**src/logic/pcs_pkg.sv**
```systemverilog
// constants shared by the clock select controller and the clock generator end
// What this block does
// center frequency is L times 2^E times 71.4kHz
// software picks N, E, L near VCO
// software writes E into exponent bits
// software writes N; low byte before power
// software writes L into range register
// multiplier zero behaves as one
// L zero disables PLL, forces crystal
// switch waits three edges each, output held; when leaving the vco, only three crystal edges are waited on
// selected clock divided by two, even duty
// select bit picks crystal or VCO clock
// VCO select refused while power off
// power off refused while VCO selected
// power and select never change together
// system enable gates oscillator and PLL
// run-in-stop bit keeps oscillator running
// programming registers locked while powered
// software never programs E as three
// reset clears select, crystal drives output
// no output pulse shorter than source half-period
// VCO used only when selected, powered, L nonzero
package pcs_pkg;
    // device register addresses
    localparam logic [7:0] CTRL_ADDR = 8'h36;
    localparam logic [7:0] MULT_HI_ADDR = 8'h38;
    localparam logic [7:0] MULT_LO_ADDR = 8'h39;
    localparam logic [7:0] RANGE_ADDR = 8'h3A;
    // control register fields
    localparam int CTRL_POWER_BIT = 5;
    localparam int CTRL_SELECT_BIT = 4;
    localparam int EXP_LSB = 0;
    localparam int EXP_W = 2;
    localparam int MULT_HI_W = 4;
    localparam int MULT_LO_W = 8;
    localparam int MULT_W = MULT_HI_W + MULT_LO_W;
    localparam int RANGE_W = 8;
    // reset values
    localparam logic [7:0] CTRL_RST = 8'h20;
    localparam logic [7:0] MULT_HI_RST = 8'h00;
    localparam logic [7:0] MULT_LO_RST = 8'h40;
    localparam logic [7:0] RANGE_RST = 8'h40;
    // nominal VCO step, 71.4 kHz, in Hz
    localparam logic [31:0] NOM_STEP_HZ = 32'h0001_16E8;
    // source edges waited on each side when switching to the vco; when leaving it, only the crystal side is waited on
    localparam int SWITCH_EDGES = 3;
    // avalon register byte offsets
    localparam logic [7:0] AV_DEV_WRITE = 8'h00;
    localparam logic [7:0] AV_DEV_ADDR = 8'h04;
    localparam logic [7:0] AV_DEV_READ = 8'h08;
    localparam logic [7:0] AV_CONFIG = 8'h0C;
    localparam logic [7:0] AV_STATUS = 8'h10;
    localparam int DW_ADDR_LSB = 8;
    localparam int CFG_RUN_IN_STOP_BIT = 0;
    localparam int STAT_VCO_BIT = 0;
    localparam int STAT_SWITCHING_BIT = 1;
    localparam int READ_WAIT_CYCLES = 2;
endpackage

```
**src/logic/pcs_if.sv**
```systemverilog
// register port and control lines between the controller and the clock generator end
`timescale 1ns/100ps
interface pcs_if;
    logic reg_wr;
    logic [7:0] reg_addr;
    logic [7:0] reg_wdata;
    logic [7:0] reg_rdata;
    logic osc_enable_from_sysint;
    logic stop_mode;
    logic osc_run_in_stop;
    logic on_vco;
    logic switching;

    modport gen (
        input reg_wr,
        input reg_addr,
        input reg_wdata,
        output reg_rdata,
        input osc_enable_from_sysint,
        input stop_mode,
        input osc_run_in_stop,
        output on_vco,
        output switching
    );

    modport ctrl (
        output reg_wr,
        output reg_addr,
        output reg_wdata,
        input reg_rdata,
        output osc_enable_from_sysint,
        output stop_mode,
        output osc_run_in_stop,
        input on_vco,
        input switching
    );
endinterface

```
**src/logic/pcs_clk_switch.sv**
```systemverilog
// glitch-free crystal / vco switch with divide-by-two output
`timescale 1ns/100ps
module pcs_clk_switch #(
    parameter int EDGES = pcs_pkg::SWITCH_EDGES
) (
    // clock and reset
    input wire logic clk,
    input wire logic rstn,
    // source clocks, sampled as pins
    input wire logic crystal_clock,
    input wire logic vco_clock,
    // selection
    input wire logic want_vco,
    // result
    output logic clk_out,
    output logic on_vco,
    output logic switching
);
    localparam int CW = $clog2(EDGES + 1);
    localparam logic [CW-1:0] CNT_DONE = CW'(EDGES);

    typedef enum logic {PCS_RUN, PCS_HOLD} pcs_sw_state_t;

    typedef struct packed {
        logic [2:0] xs;
        logic [2:0] vs;
        logic xl;
        logic vl;
        logic cur_vco;
        logic out;
        pcs_sw_state_t st;
        logic [CW-1:0] xcnt;
        logic [CW-1:0] vcnt;
    } pcs_sw_t;

    pcs_sw_t s;
    pcs_sw_t next_s;

    always_comb begin
        logic x_rise;
        logic v_rise;
        x_rise = 1'b0;
        v_rise = 1'b0;
        next_s = s;
        next_s.xs = {s.xs[1:0], crystal_clock};
        next_s.vs = {s.vs[1:0], vco_clock};
        // a level counts once the last two stages agree
        if (s.xs[2] == s.xs[1]) begin
            next_s.xl = s.xs[2];
        end
        if (s.vs[2] == s.vs[1]) begin
            next_s.vl = s.vs[2];
        end
        x_rise = next_s.xl & ~s.xl;
        v_rise = next_s.vl & ~s.vl;
        unique case (s.st)
            PCS_RUN: begin
                if (want_vco != s.cur_vco) begin
                    next_s.st = PCS_HOLD;
                    next_s.xcnt = '0;
                    next_s.vcnt = '0;
                end else if (s.cur_vco ? v_rise : x_rise) begin
                    // output only moves on a source edge, so no pulse is shorter than a source period
                    next_s.out = ~s.out;
                end
            end
            PCS_HOLD: begin
                // output held while the crystal side settles, and also the vco side when moving to the vco
                if (x_rise && s.xcnt != CNT_DONE) begin
                    next_s.xcnt = s.xcnt + 1'b1;
                end
                if (v_rise && s.vcnt != CNT_DONE) begin
                    next_s.vcnt = s.vcnt + 1'b1;
                end
                // a vco being dropped may already have stopped, so only the crystal side is awaited then
                if (s.xcnt == CNT_DONE && (s.vcnt == CNT_DONE || !want_vco)) begin
                    next_s.cur_vco = want_vco;
                    next_s.st = PCS_RUN;
                end
            end
        endcase
    end

    always_ff @(posedge clk or negedge rstn) begin
        if (!rstn) begin
            s <= '{xs: 3'h0, vs: 3'h0, xl: 1'b0, vl: 1'b0, cur_vco: 1'b0, out: 1'b0,
                   st: PCS_RUN, xcnt: '0, vcnt: '0};
        end else begin
            s <= next_s;
        end
    end

    assign clk_out = s.out;
    assign on_vco = s.cur_vco;
    assign switching = (s.st == PCS_HOLD);
endmodule

```
**src/logic/pcs_gen.sv**
```systemverilog
// clock generator end: programming registers, interlocks, oscillator enables and base clock
`timescale 1ns/100ps
module pcs_gen (
    // clock and reset
    input wire logic CLK,
    input wire logic RSTN,
    // controller side
    pcs_if.gen BUS,
    // source clocks from the oscillator and the vco
    input wire logic CRYSTAL_CLOCK,
    input wire logic VCO_CLOCK,
    // base clock towards the system
    output logic BASE_CLOCK_OUT,
    // analog enables
    output logic OSC_ENABLE,
    output logic PLL_ENABLE,
    // loop settings for the analog part
    output logic [pcs_pkg::MULT_W-1:0] MULT_EFFECTIVE,
    output logic [pcs_pkg::EXP_W-1:0] VCO_RANGE_EXPONENT,
    output logic [31:0] CENTER_FREQ_HZ
);
    typedef struct packed {
        logic pll_power_on;
        logic base_source_select;
        logic [pcs_pkg::EXP_W-1:0] vco_range_exponent;
        logic [pcs_pkg::MULT_W-1:0] mult;
        logic [pcs_pkg::RANGE_W-1:0] range;
        logic [7:0] rdata;
        logic [pcs_pkg::MULT_W-1:0] mult_eff;
        logic [31:0] center;
        logic osc_en;
        logic pll_en;
    } pcs_gen_t;

    pcs_gen_t s;
    pcs_gen_t next_s;
    logic want_vco;
    logic clk_out;
    logic on_vco;
    logic switching;

    // register image as software sees it
    function automatic logic [7:0] read_reg(input pcs_gen_t r, input logic [7:0] addr);
        logic [7:0] v;
        v = 8'h00;
        case (addr)
            pcs_pkg::CTRL_ADDR: begin
                v[pcs_pkg::CTRL_POWER_BIT] = r.pll_power_on;
                v[pcs_pkg::CTRL_SELECT_BIT] = r.base_source_select;
                v[pcs_pkg::EXP_LSB +: pcs_pkg::EXP_W] = r.vco_range_exponent;
            end
            pcs_pkg::MULT_HI_ADDR: begin
                v[pcs_pkg::MULT_HI_W-1:0] = r.mult[pcs_pkg::MULT_W-1:pcs_pkg::MULT_LO_W];
            end
            pcs_pkg::MULT_LO_ADDR: begin
                v = r.mult[pcs_pkg::MULT_LO_W-1:0];
            end
            pcs_pkg::RANGE_ADDR: begin
                v = r.range;
            end
            default: begin
                v = 8'h00;
            end
        endcase
        return v;
    endfunction

    always_comb begin
        logic want_on;
        logic want_sel;
        logic range_ok;
        want_on = BUS.reg_wdata[pcs_pkg::CTRL_POWER_BIT];
        want_sel = BUS.reg_wdata[pcs_pkg::CTRL_SELECT_BIT];
        range_ok = (s.range != '0);
        next_s = s;
        if (BUS.reg_wr) begin
            case (BUS.reg_addr)
                pcs_pkg::CTRL_ADDR: begin
                    // a write touching both power and select is dropped for both
                    if (!(want_on != s.pll_power_on && want_sel != s.base_source_select)) begin
                        if (!(s.base_source_select && !want_on)) begin
                            next_s.pll_power_on = want_on;
                        end
                        // vco accepted only with power already on and a usable range
                        next_s.base_source_select = want_sel & s.pll_power_on & range_ok;
                    end
                    if (!s.pll_power_on) begin
                        next_s.vco_range_exponent = BUS.reg_wdata[pcs_pkg::EXP_LSB +: pcs_pkg::EXP_W];
                    end
                end
                pcs_pkg::MULT_HI_ADDR: begin
                    if (!s.pll_power_on) begin
                        next_s.mult[pcs_pkg::MULT_W-1:pcs_pkg::MULT_LO_W] =
                            BUS.reg_wdata[pcs_pkg::MULT_HI_W-1:0];
                    end
                end
                pcs_pkg::MULT_LO_ADDR: begin
                    if (!s.pll_power_on) begin
                        next_s.mult[pcs_pkg::MULT_LO_W-1:0] = BUS.reg_wdata;
                    end
                end
                pcs_pkg::RANGE_ADDR: begin
                    if (!s.pll_power_on) begin
                        next_s.range = BUS.reg_wdata;
                    end
                end
                default: begin
                    next_s.range = s.range;
                end
            endcase
        end
        // a zero range can never leave the vco selected
        if (next_s.range == '0) begin
            next_s.base_source_select = 1'b0;
        end
        next_s.rdata = read_reg(next_s, BUS.reg_addr);
        // zero multiplier acts as one
        next_s.mult_eff = (s.mult == '0) ? pcs_pkg::MULT_W'(1) : s.mult;
        // range code scaled by the power of two, times the nominal step
        next_s.center = (32'(s.range) << s.vco_range_exponent) * pcs_pkg::NOM_STEP_HZ;
        // stop mode keeps the oscillator when the config bit asks for it; a high system enable keeps it regardless
        next_s.osc_en = BUS.osc_enable_from_sysint | (BUS.stop_mode & BUS.osc_run_in_stop);
        // pll needs the system enable, its power bit and a nonzero range
        next_s.pll_en = BUS.osc_enable_from_sysint & s.pll_power_on & range_ok;
    end

    always_ff @(posedge CLK or negedge RSTN) begin
        if (!RSTN) begin
            s.pll_power_on <= pcs_pkg::CTRL_RST[pcs_pkg::CTRL_POWER_BIT];
            s.base_source_select <= pcs_pkg::CTRL_RST[pcs_pkg::CTRL_SELECT_BIT];
            s.vco_range_exponent <= pcs_pkg::CTRL_RST[pcs_pkg::EXP_LSB +: pcs_pkg::EXP_W];
            s.mult <= {pcs_pkg::MULT_HI_RST[pcs_pkg::MULT_HI_W-1:0], pcs_pkg::MULT_LO_RST};
            s.range <= pcs_pkg::RANGE_RST;
            s.rdata <= 8'h00;
            s.mult_eff <= {pcs_pkg::MULT_HI_RST[pcs_pkg::MULT_HI_W-1:0], pcs_pkg::MULT_LO_RST};
            s.center <= 32'h0000_0000;
            s.osc_en <= 1'b0;
            s.pll_en <= 1'b0;
        end else begin
            s <= next_s;
        end
    end

    // effective source: vco only when every condition holds
    assign want_vco = s.base_source_select & s.pll_power_on & (s.range != '0);

    pcs_clk_switch #(
        .EDGES(pcs_pkg::SWITCH_EDGES)
    ) u_switch (
        .clk(CLK),
        .rstn(RSTN),
        .crystal_clock(CRYSTAL_CLOCK),
        .vco_clock(VCO_CLOCK),
        .want_vco(want_vco),
        .clk_out(clk_out),
        .on_vco(on_vco),
        .switching(switching)
    );

    assign BASE_CLOCK_OUT = clk_out;
    assign OSC_ENABLE = s.osc_en;
    assign PLL_ENABLE = s.pll_en;
    assign MULT_EFFECTIVE = s.mult_eff;
    assign VCO_RANGE_EXPONENT = s.vco_range_exponent;
    assign CENTER_FREQ_HZ = s.center;
    assign BUS.reg_rdata = s.rdata;
    assign BUS.on_vco = on_vco;
    assign BUS.switching = switching;
endmodule

```
**src/flat_wrapper.sv**
```systemverilog
// flat-port wrapper written by rule: the top's interface ports become plain ports
module pcs_gen_flat 
  (CLK, RSTN, CRYSTAL_CLOCK, VCO_CLOCK, BASE_CLOCK_OUT, OSC_ENABLE, PLL_ENABLE, MULT_EFFECTIVE, VCO_RANGE_EXPONENT, CENTER_FREQ_HZ, BUS_reg_wr, BUS_reg_addr, BUS_reg_wdata, BUS_reg_rdata, BUS_osc_enable_from_sysint, BUS_stop_mode, BUS_osc_run_in_stop, BUS_on_vco, BUS_switching);
  pcs_if BUS_i ();
  input wire logic CLK;
  input wire logic RSTN;
  input wire logic CRYSTAL_CLOCK;
  input wire logic VCO_CLOCK;
  output logic BASE_CLOCK_OUT;
  output logic OSC_ENABLE;
  output logic PLL_ENABLE;
  output logic [pcs_pkg::MULT_W-1:0] MULT_EFFECTIVE;
  output logic [pcs_pkg::EXP_W-1:0] VCO_RANGE_EXPONENT;
  output logic [31:0] CENTER_FREQ_HZ;
  input wire logic [$bits(BUS_i.reg_wr)-1:0] BUS_reg_wr;
  input wire logic [$bits(BUS_i.reg_addr)-1:0] BUS_reg_addr;
  input wire logic [$bits(BUS_i.reg_wdata)-1:0] BUS_reg_wdata;
  output wire logic [$bits(BUS_i.reg_rdata)-1:0] BUS_reg_rdata;
  input wire logic [$bits(BUS_i.osc_enable_from_sysint)-1:0] BUS_osc_enable_from_sysint;
  input wire logic [$bits(BUS_i.stop_mode)-1:0] BUS_stop_mode;
  input wire logic [$bits(BUS_i.osc_run_in_stop)-1:0] BUS_osc_run_in_stop;
  output wire logic [$bits(BUS_i.on_vco)-1:0] BUS_on_vco;
  output wire logic [$bits(BUS_i.switching)-1:0] BUS_switching;
  assign BUS_i.reg_wr = BUS_reg_wr;
  assign BUS_i.reg_addr = BUS_reg_addr;
  assign BUS_i.reg_wdata = BUS_reg_wdata;
  assign BUS_reg_rdata = BUS_i.reg_rdata;
  assign BUS_i.osc_enable_from_sysint = BUS_osc_enable_from_sysint;
  assign BUS_i.stop_mode = BUS_stop_mode;
  assign BUS_i.osc_run_in_stop = BUS_osc_run_in_stop;
  assign BUS_on_vco = BUS_i.on_vco;
  assign BUS_switching = BUS_i.switching;
  pcs_gen u_core (.CLK(CLK), .RSTN(RSTN), .BUS(BUS_i), .CRYSTAL_CLOCK(CRYSTAL_CLOCK), .VCO_CLOCK(VCO_CLOCK), .BASE_CLOCK_OUT(BASE_CLOCK_OUT), .OSC_ENABLE(OSC_ENABLE), .PLL_ENABLE(PLL_ENABLE), .MULT_EFFECTIVE(MULT_EFFECTIVE), .VCO_RANGE_EXPONENT(VCO_RANGE_EXPONENT), .CENTER_FREQ_HZ(CENTER_FREQ_HZ));
endmodule
```
**config.mk**
```make
export PLATFORM = sky130hd
export DESIGN_NAME = pcs_gen_flat
export DESIGN_NICKNAME = d
export VERILOG_FILES = /design/src/logic/pcs_pkg.sv /design/src/logic/pcs_if.sv /design/src/logic/pcs_clk_switch.sv /design/src/logic/pcs_gen.sv /design/src/flat_wrapper.sv
export SDC_FILE = /design/constraint.sdc
export NUM_CORES = 1
export LEC_CHECK = 0
export BUFFER_PORTS_ARGS = -buffer_cell sky130_fd_sc_hd__buf_2
export CORE_MARGIN = 10
export CORE_UTILIZATION = 35
export CTS_CLUSTER_DIAMETER = 150
export DETAILED_ROUTE_END_ITERATION = 8
export HOLD_SLACK_MARGIN = 0.05
export MAX_ROUTING_LAYER = met4
export PLACE_DENSITY = 0.54
export SYNTH_ARGS = -nofsm -noshare
export SYNTH_HDL_FRONTEND = slang
export SYNTH_HIERARCHICAL = 1
export SYNTH_SLANG_ARGS = --single-unit
```
**constraint.sdc**
```tcl
create_clock -name CLK -period 12.6 [get_ports CLK]
set_clock_uncertainty 0.2 [all_clocks]
set_input_delay 1.89 -clock CLK [delete_from_list [all_inputs] [get_ports CLK]]
set_output_delay 1.89 -clock CLK [all_outputs]
set_load 0.01 [all_outputs]
```
; Yosys cells after proc, flatten, opt, wreduce, memory -nomap -nowiden
; Index checks and enable logic that the tools add are counted.
[totals]
ff_bits = 90
input_bits = 24
out_inout_bits = 59
wordCells = 94
[classes]
add_sub_neg = 2
multipliers = 1
eq_ne = 16
n_shift = 1
muxes = 25
n_bitwise = 15
n_reduce_logical = 15
[ops]
columns = cell, n
row1 = "8-bit by 6-bit == test with 1-bit output, second input constant", 4
row2 = "32-bit by 14-bit multiplier with 29-bit output, second input constant", 1
row3 = 8-bit 2-to-1 mux, 4
row4 = 8-bit by 2-bit left shift with 32-bit output, 1
row5 = 24-bit 2-to-1 mux, 1
row6 = 12-bit logical NOT, 1
row7 = 12-bit 2-to-1 mux, 1
row8 = 4-bit 2-to-1 mux, 3
row9 = 2-bit case mux with 3 select lines, 2
row10 = 5-bit case mux with 2 select lines, 1
row11 = 1-bit bitwise AND, 9
row12 = 8-bit logical NOT, 1
row13 = 2-bit 2-to-1 mux, 4
row14 = 2-bit case mux with 4 select lines, 1
row15 = 8-bit nonzero test, 1
row16 = 1-bit 2-to-1 mux, 6
row17 = "2-bit != test, second input constant", 3
row18 = 2-bit AND reduction, 3
row19 = 1-bit logical AND, 5
row20 = 5-bit 2-to-1 mux, 1
row21 = 1-bit NOT, 5
row22 = "2-bit by 1-bit adder with 2-bit output, second input constant", 2
row23 = "2-bit == test, second input constant", 2
row24 = "2-bit by 1-bit != test with 1-bit output, second input constant", 2
row25 = other kinds (7), 11

; Longest topological paths before layout
[logic_depth]
ltp_word = 9
ltp_mapped = 24
mapped_depth_nobuf = 24

; By module
; Netlist, hierarchy kept.
[modules_own_cells]
columns = module, instances, cells_each, area_per_inst_um2, seq_area_each_um2
row1 = pcs_gen, 1, 632, 6521.3, 1806.7
row2 = pcs_clk_switch, 1, 45, 634.4, 375.4

; Worst setup path after synthesis
; No wires, ideal clock.
[synth_timing]
kind = reg-to-reg
from = register u_core.s (netlist bit u_core/VCO_RANGE_EXPONENT[1])
to = register u_core.s (netlist bit u_core/CENTER_FREQ_HZ[26])
setup_ns = 0.065
t_arrival_ns = 5.965
required_time_ns = 12.335
slack_ns = 6.370
path_stages_with_launch = 24
n_path_buf = 1
period_less_slack_ns = 6.230
path_cell_list = dfrtp_1 > clkbuf_1 > mux2_2 > or2_2 > o21ai_0 > inv_1 > fa_1 > ha_1 > inv_1 > fa_1 > fa_1 > inv_1 > fa_1 > inv_1 > fa_1 > inv_1 > ha_1 > a21oi_1 > o21ai_0 > or3_1 > o21ai_1 > a31oi_2 > nor4b_1 > a211o_1
[synth_lines]
columns = element, line
row1 = "start, declared", pcs_gen.sv:35  ; pcs_gen_t s;
row2 = "start signal, assigned", pcs_gen.sv:140  ; s <= next_s;

==> qor.txt <==
Clk_lat worst skew - 0.34 ns
Sw Share - 26.5%
Reg-to-Reg End - u_core/CENTER_FREQ_HZ[26]$_DFF_PN0_
Final std cell area, no fill - 7690 sq um
DRT Wirelength - 14.9 mm
DRT Pass-1 Iters - 4
Synth cell types - 63
Max-cap violations - 0
Switching pwr - 175 uW
Clock transition at path regs - 0.06 ns
Power share of the sequential group - 45.3%
CTS max path bufs - 2
CP Max Fanout - 17
Routed Antenna Nets - 0
Ports - 83
Syn Area/Cell - 10.6 sq um
Die H - 163 um
Gr ovfl total - 0
Layout area overhead - 7.52%
Most frequent cells in the layout - ha_1, dfrtp_1, inv_1, buf_2, fa_1
Power Density - 86.1 nW/um^2
Reg-to-Reg Start - u_core/VCO_RANGE_EXPONENT[1]$_DFF_PN0_
Register area share after synthesis - 30.5%
Worst Hold Endpoint - u_core/u_switch/next_s[11]$_DFF_PN0_
Clock power share - 39.5%
Vias in the first global route - 4953
Setup TNS Final - 0 ns
Drt drc - 0
FF+latch count, synth - 87
Reg2Reg Depth - 22
Initial core utilization - 35.5%
# H-tree levels - 3
Core area - 20200 sq um
Total GRT Usage - 11.8%
Total design power - 663 uW
Main synth FF type - dfrtp_1
Final antenna diode count - 0
Critical-path top delay cell - dfrtp_1
HP Start - u_core/u_switch/next_s[10]$_DFF_PN0_
Post-CTS Resized - 0
Comb pwr share - 15.2%
Commonest non-fill, non-tap cell in the layout - ha_1
Gpl congestion - 0.888
Crit end category - flip-flop
Critical path arrival - 6.92 ns
TritonCTS Buffers - 9
CP required - 12.69 ns
Largest net degree at the start of global routing - 74
Setup bufs post-CTS - 0
Syn. warnings - 6
Status - finished clean
Slew @ Worst Pin - 0.904 ns
# port buffers - 76
Kind of critical path - reg2reg
Startpoint Class - flip-flop
Fin crit period - 6.83 ns
Share of layout cells above drive strength 1 - 21.5%
Power Internal - 487 uW
Slew headroom - 39.7%
Fill cell count - 2004
Reg-to-reg slack, setup - 5.77 ns
Row cnt - 52
Iteration-0 DRC Markers - 207
Hold Crit Class - reg2reg
Full die area - 26600 sq um
Final setup viols - 0
Max Fclk - 146 MHz
RSZ-0062 raised after global routing - no
Global-route wire length before repair - 24.7 mm
Leak pwr - 4.49 nW
CTS sink cnt - 87
Fraction of registers with async set/reset - 100%
Hold Violations, Final - 0
Worst Hold Depth - 0
Post-Syn Instances - 677
Post-DR vias/cell - 4.83
Post-DP HPWL - 12.2 mm
Root Buffer - clkbuf_16
Period utilisation layout - 54.2%
CTS tree - done
Mapped Area - 7160 sq um
Worst-path cell chain - mux2_2 > or2_2 > o21ai_0 > inv_1 > fa_1 > ha_1 > inv_1 > fa_1 > fa_1 > inv_1 > fa_1 > inv_1 > fa_1 > inv_1 > ha_1 > a21oi_1 > o21ai_0 > or3_1 > o21ai_1 > a31oi_2 > nor4b_1 > a211o_1
Initial antenna violation count - 0
Maximum vdd drop - 0.0000470 V
Chip width - 163 um
Via count - 4667
Post-DR wirelength/cell - 15.4 um
Hold Buf Count CTS - 0
CP peak stage delay - 0.65 ns
Post-DP Area - 7410 sq um
Post-synth EDFFs - 0
Slew Viols, Final - 0
Nets - 862
critical path, delay by kind of cell (launching register included):
kind            cells  cell delay, ns
compound gates      6            1.09
flops               1            0.65
mux                 1            0.40
simple gates        3            0.86
buf+inv             5            0.48
fa+ha+maj           7            3.09
cell type report:
cell class | count | area [sq um] | area share, %
Inverter | 83 | 312 | 4.05
Multi-Input combinational cell | 433 | 4180 | 54.3
Clock inverter | 6 | 58.8 | 0.764
Tap cell | 270 | 338 | 4.39
Clock buffer | 10 | 229 | 2.98
Sequential cell | 87 | 2180 | 28.4
Timing Repair Buffer | 78 | 398 | 5.17
cells in the mapped netlist (4+ instances only):
cell type | number | area share [%]
buf_2 | 4 | 0.28
xnor2_1 | 15 | 1.8
or2_2 | 6 | 0.52
nand3_1 | 5 | 0.35
o21ai_0 | 25 | 1.7
fa_1 | 42 | 12
buf_4 | 54 | 5.7
a21o_1 | 14 | 1.5
xor2_1 | 6 | 0.73
nor4_1 | 5 | 0.44
mux2_2 | 27 | 4.2
ha_1 | 104 | 18
dfstp_2 | 4 | 1.5
inv_1 | 83 | 4.4
dfrtp_1 | 83 | 29
clkbuf_1 | 20 | 1.0
a21oi_1 | 24 | 1.7
o21a_1 | 5 | 0.52
nand2b_1 | 4 | 0.35
nand2_1 | 30 | 1.6
a22oi_1 | 8 | 0.84
and2_1 | 4 | 0.35
nor2_1 | 24 | 1.3
and3_1 | 5 | 0.44
o21ai_1 | 4 | 0.28
mux2i_1 | 9 | 1.3
state kept, by name (all words and copies together), names as in the netlist, 2 cells and up:
name and flops:
u_core/BUS.reg_rdata 8, u_core/CENTER_FREQ_HZ 26, u_core/MULT_EFFECTIVE 12, u_core/VCO_RANGE_EXPONENT 2, u_core/s 22, u_core/u_switch/next_s 4, u_core/u_switch/s 8
power by group through the flow:
stage,Clock (mW),Sequential (mW),Combinational (mW)
2_1_floorplan,0,0.305,0.0781
3_3_place_gp,0,0.305,0.103
3_5_place_dp,0,0.306,0.104
4_1_cts,0.271,0.300,0.105
5_1_grt,0.283,0.302,0.116
6_report,0.262,0.300,0.101
per-layer routing:
layer,track usage (%),part of all wire [%]
met5,-,0
met4,4.14,1.8
met3,2.60,4.3
met2,19.5,50
met1,13.9,43
how the worst max path moves through the flow:
stage,start,endpoint,slack (ns),depth (start not counted)
3_3_place_gp,u_core/VCO_RANGE_EXPONENT[1]$_DFF_PN0_,u_core/CENTER_FREQ_HZ[26]$_DFF_PN0_,5.94,22
3_5_place_dp,u_core/VCO_RANGE_EXPONENT[1]$_DFF_PN0_,u_core/CENTER_FREQ_HZ[26]$_DFF_PN0_,5.80,22
2_1_floorplan,u_core/VCO_RANGE_EXPONENT[1]$_DFF_PN0_,u_core/CENTER_FREQ_HZ[26]$_DFF_PN0_,6.37,23
5_1_grt,u_core/VCO_RANGE_EXPONENT[1]$_DFF_PN0_,u_core/CENTER_FREQ_HZ[26]$_DFF_PN0_,5.37,21
6_report,u_core/VCO_RANGE_EXPONENT[1]$_DFF_PN0_,u_core/CENTER_FREQ_HZ[26]$_DFF_PN0_,5.77,22
4_1_cts,u_core/VCO_RANGE_EXPONENT[1]$_DFF_PN0_,u_core/CENTER_FREQ_HZ[26]$_DFF_PN0_,5.78,22
through the flow:
step	hold WS (ns)	util (%)	setup slack, ns	cells
floorplan	0.131	-	6.37	682
global route	0.163	38.1	5.37	967
global placement	0.139	36.7	5.94	951
detailed placement	0.136	36.7	5.80	951
CTS	0.150	38.1	5.78	967
finish	0.147	38.1	5.77	967
cells by family after synthesis:
group	Yosys count	share of synthesized area (%)
other	1	0.0524
buffers and inverters	162	11.4
XOR/XNOR	21	2.57
AO/OA/AOI/OAI	110	10.4
AND/OR/NAND/NOR	112	9.34
adder cells (fa/ha/maj)	148	30.2
multiplexers	36	5.51
flip-flops	87	30.5
No activity file was read; power rests on OpenSTA's default activity.
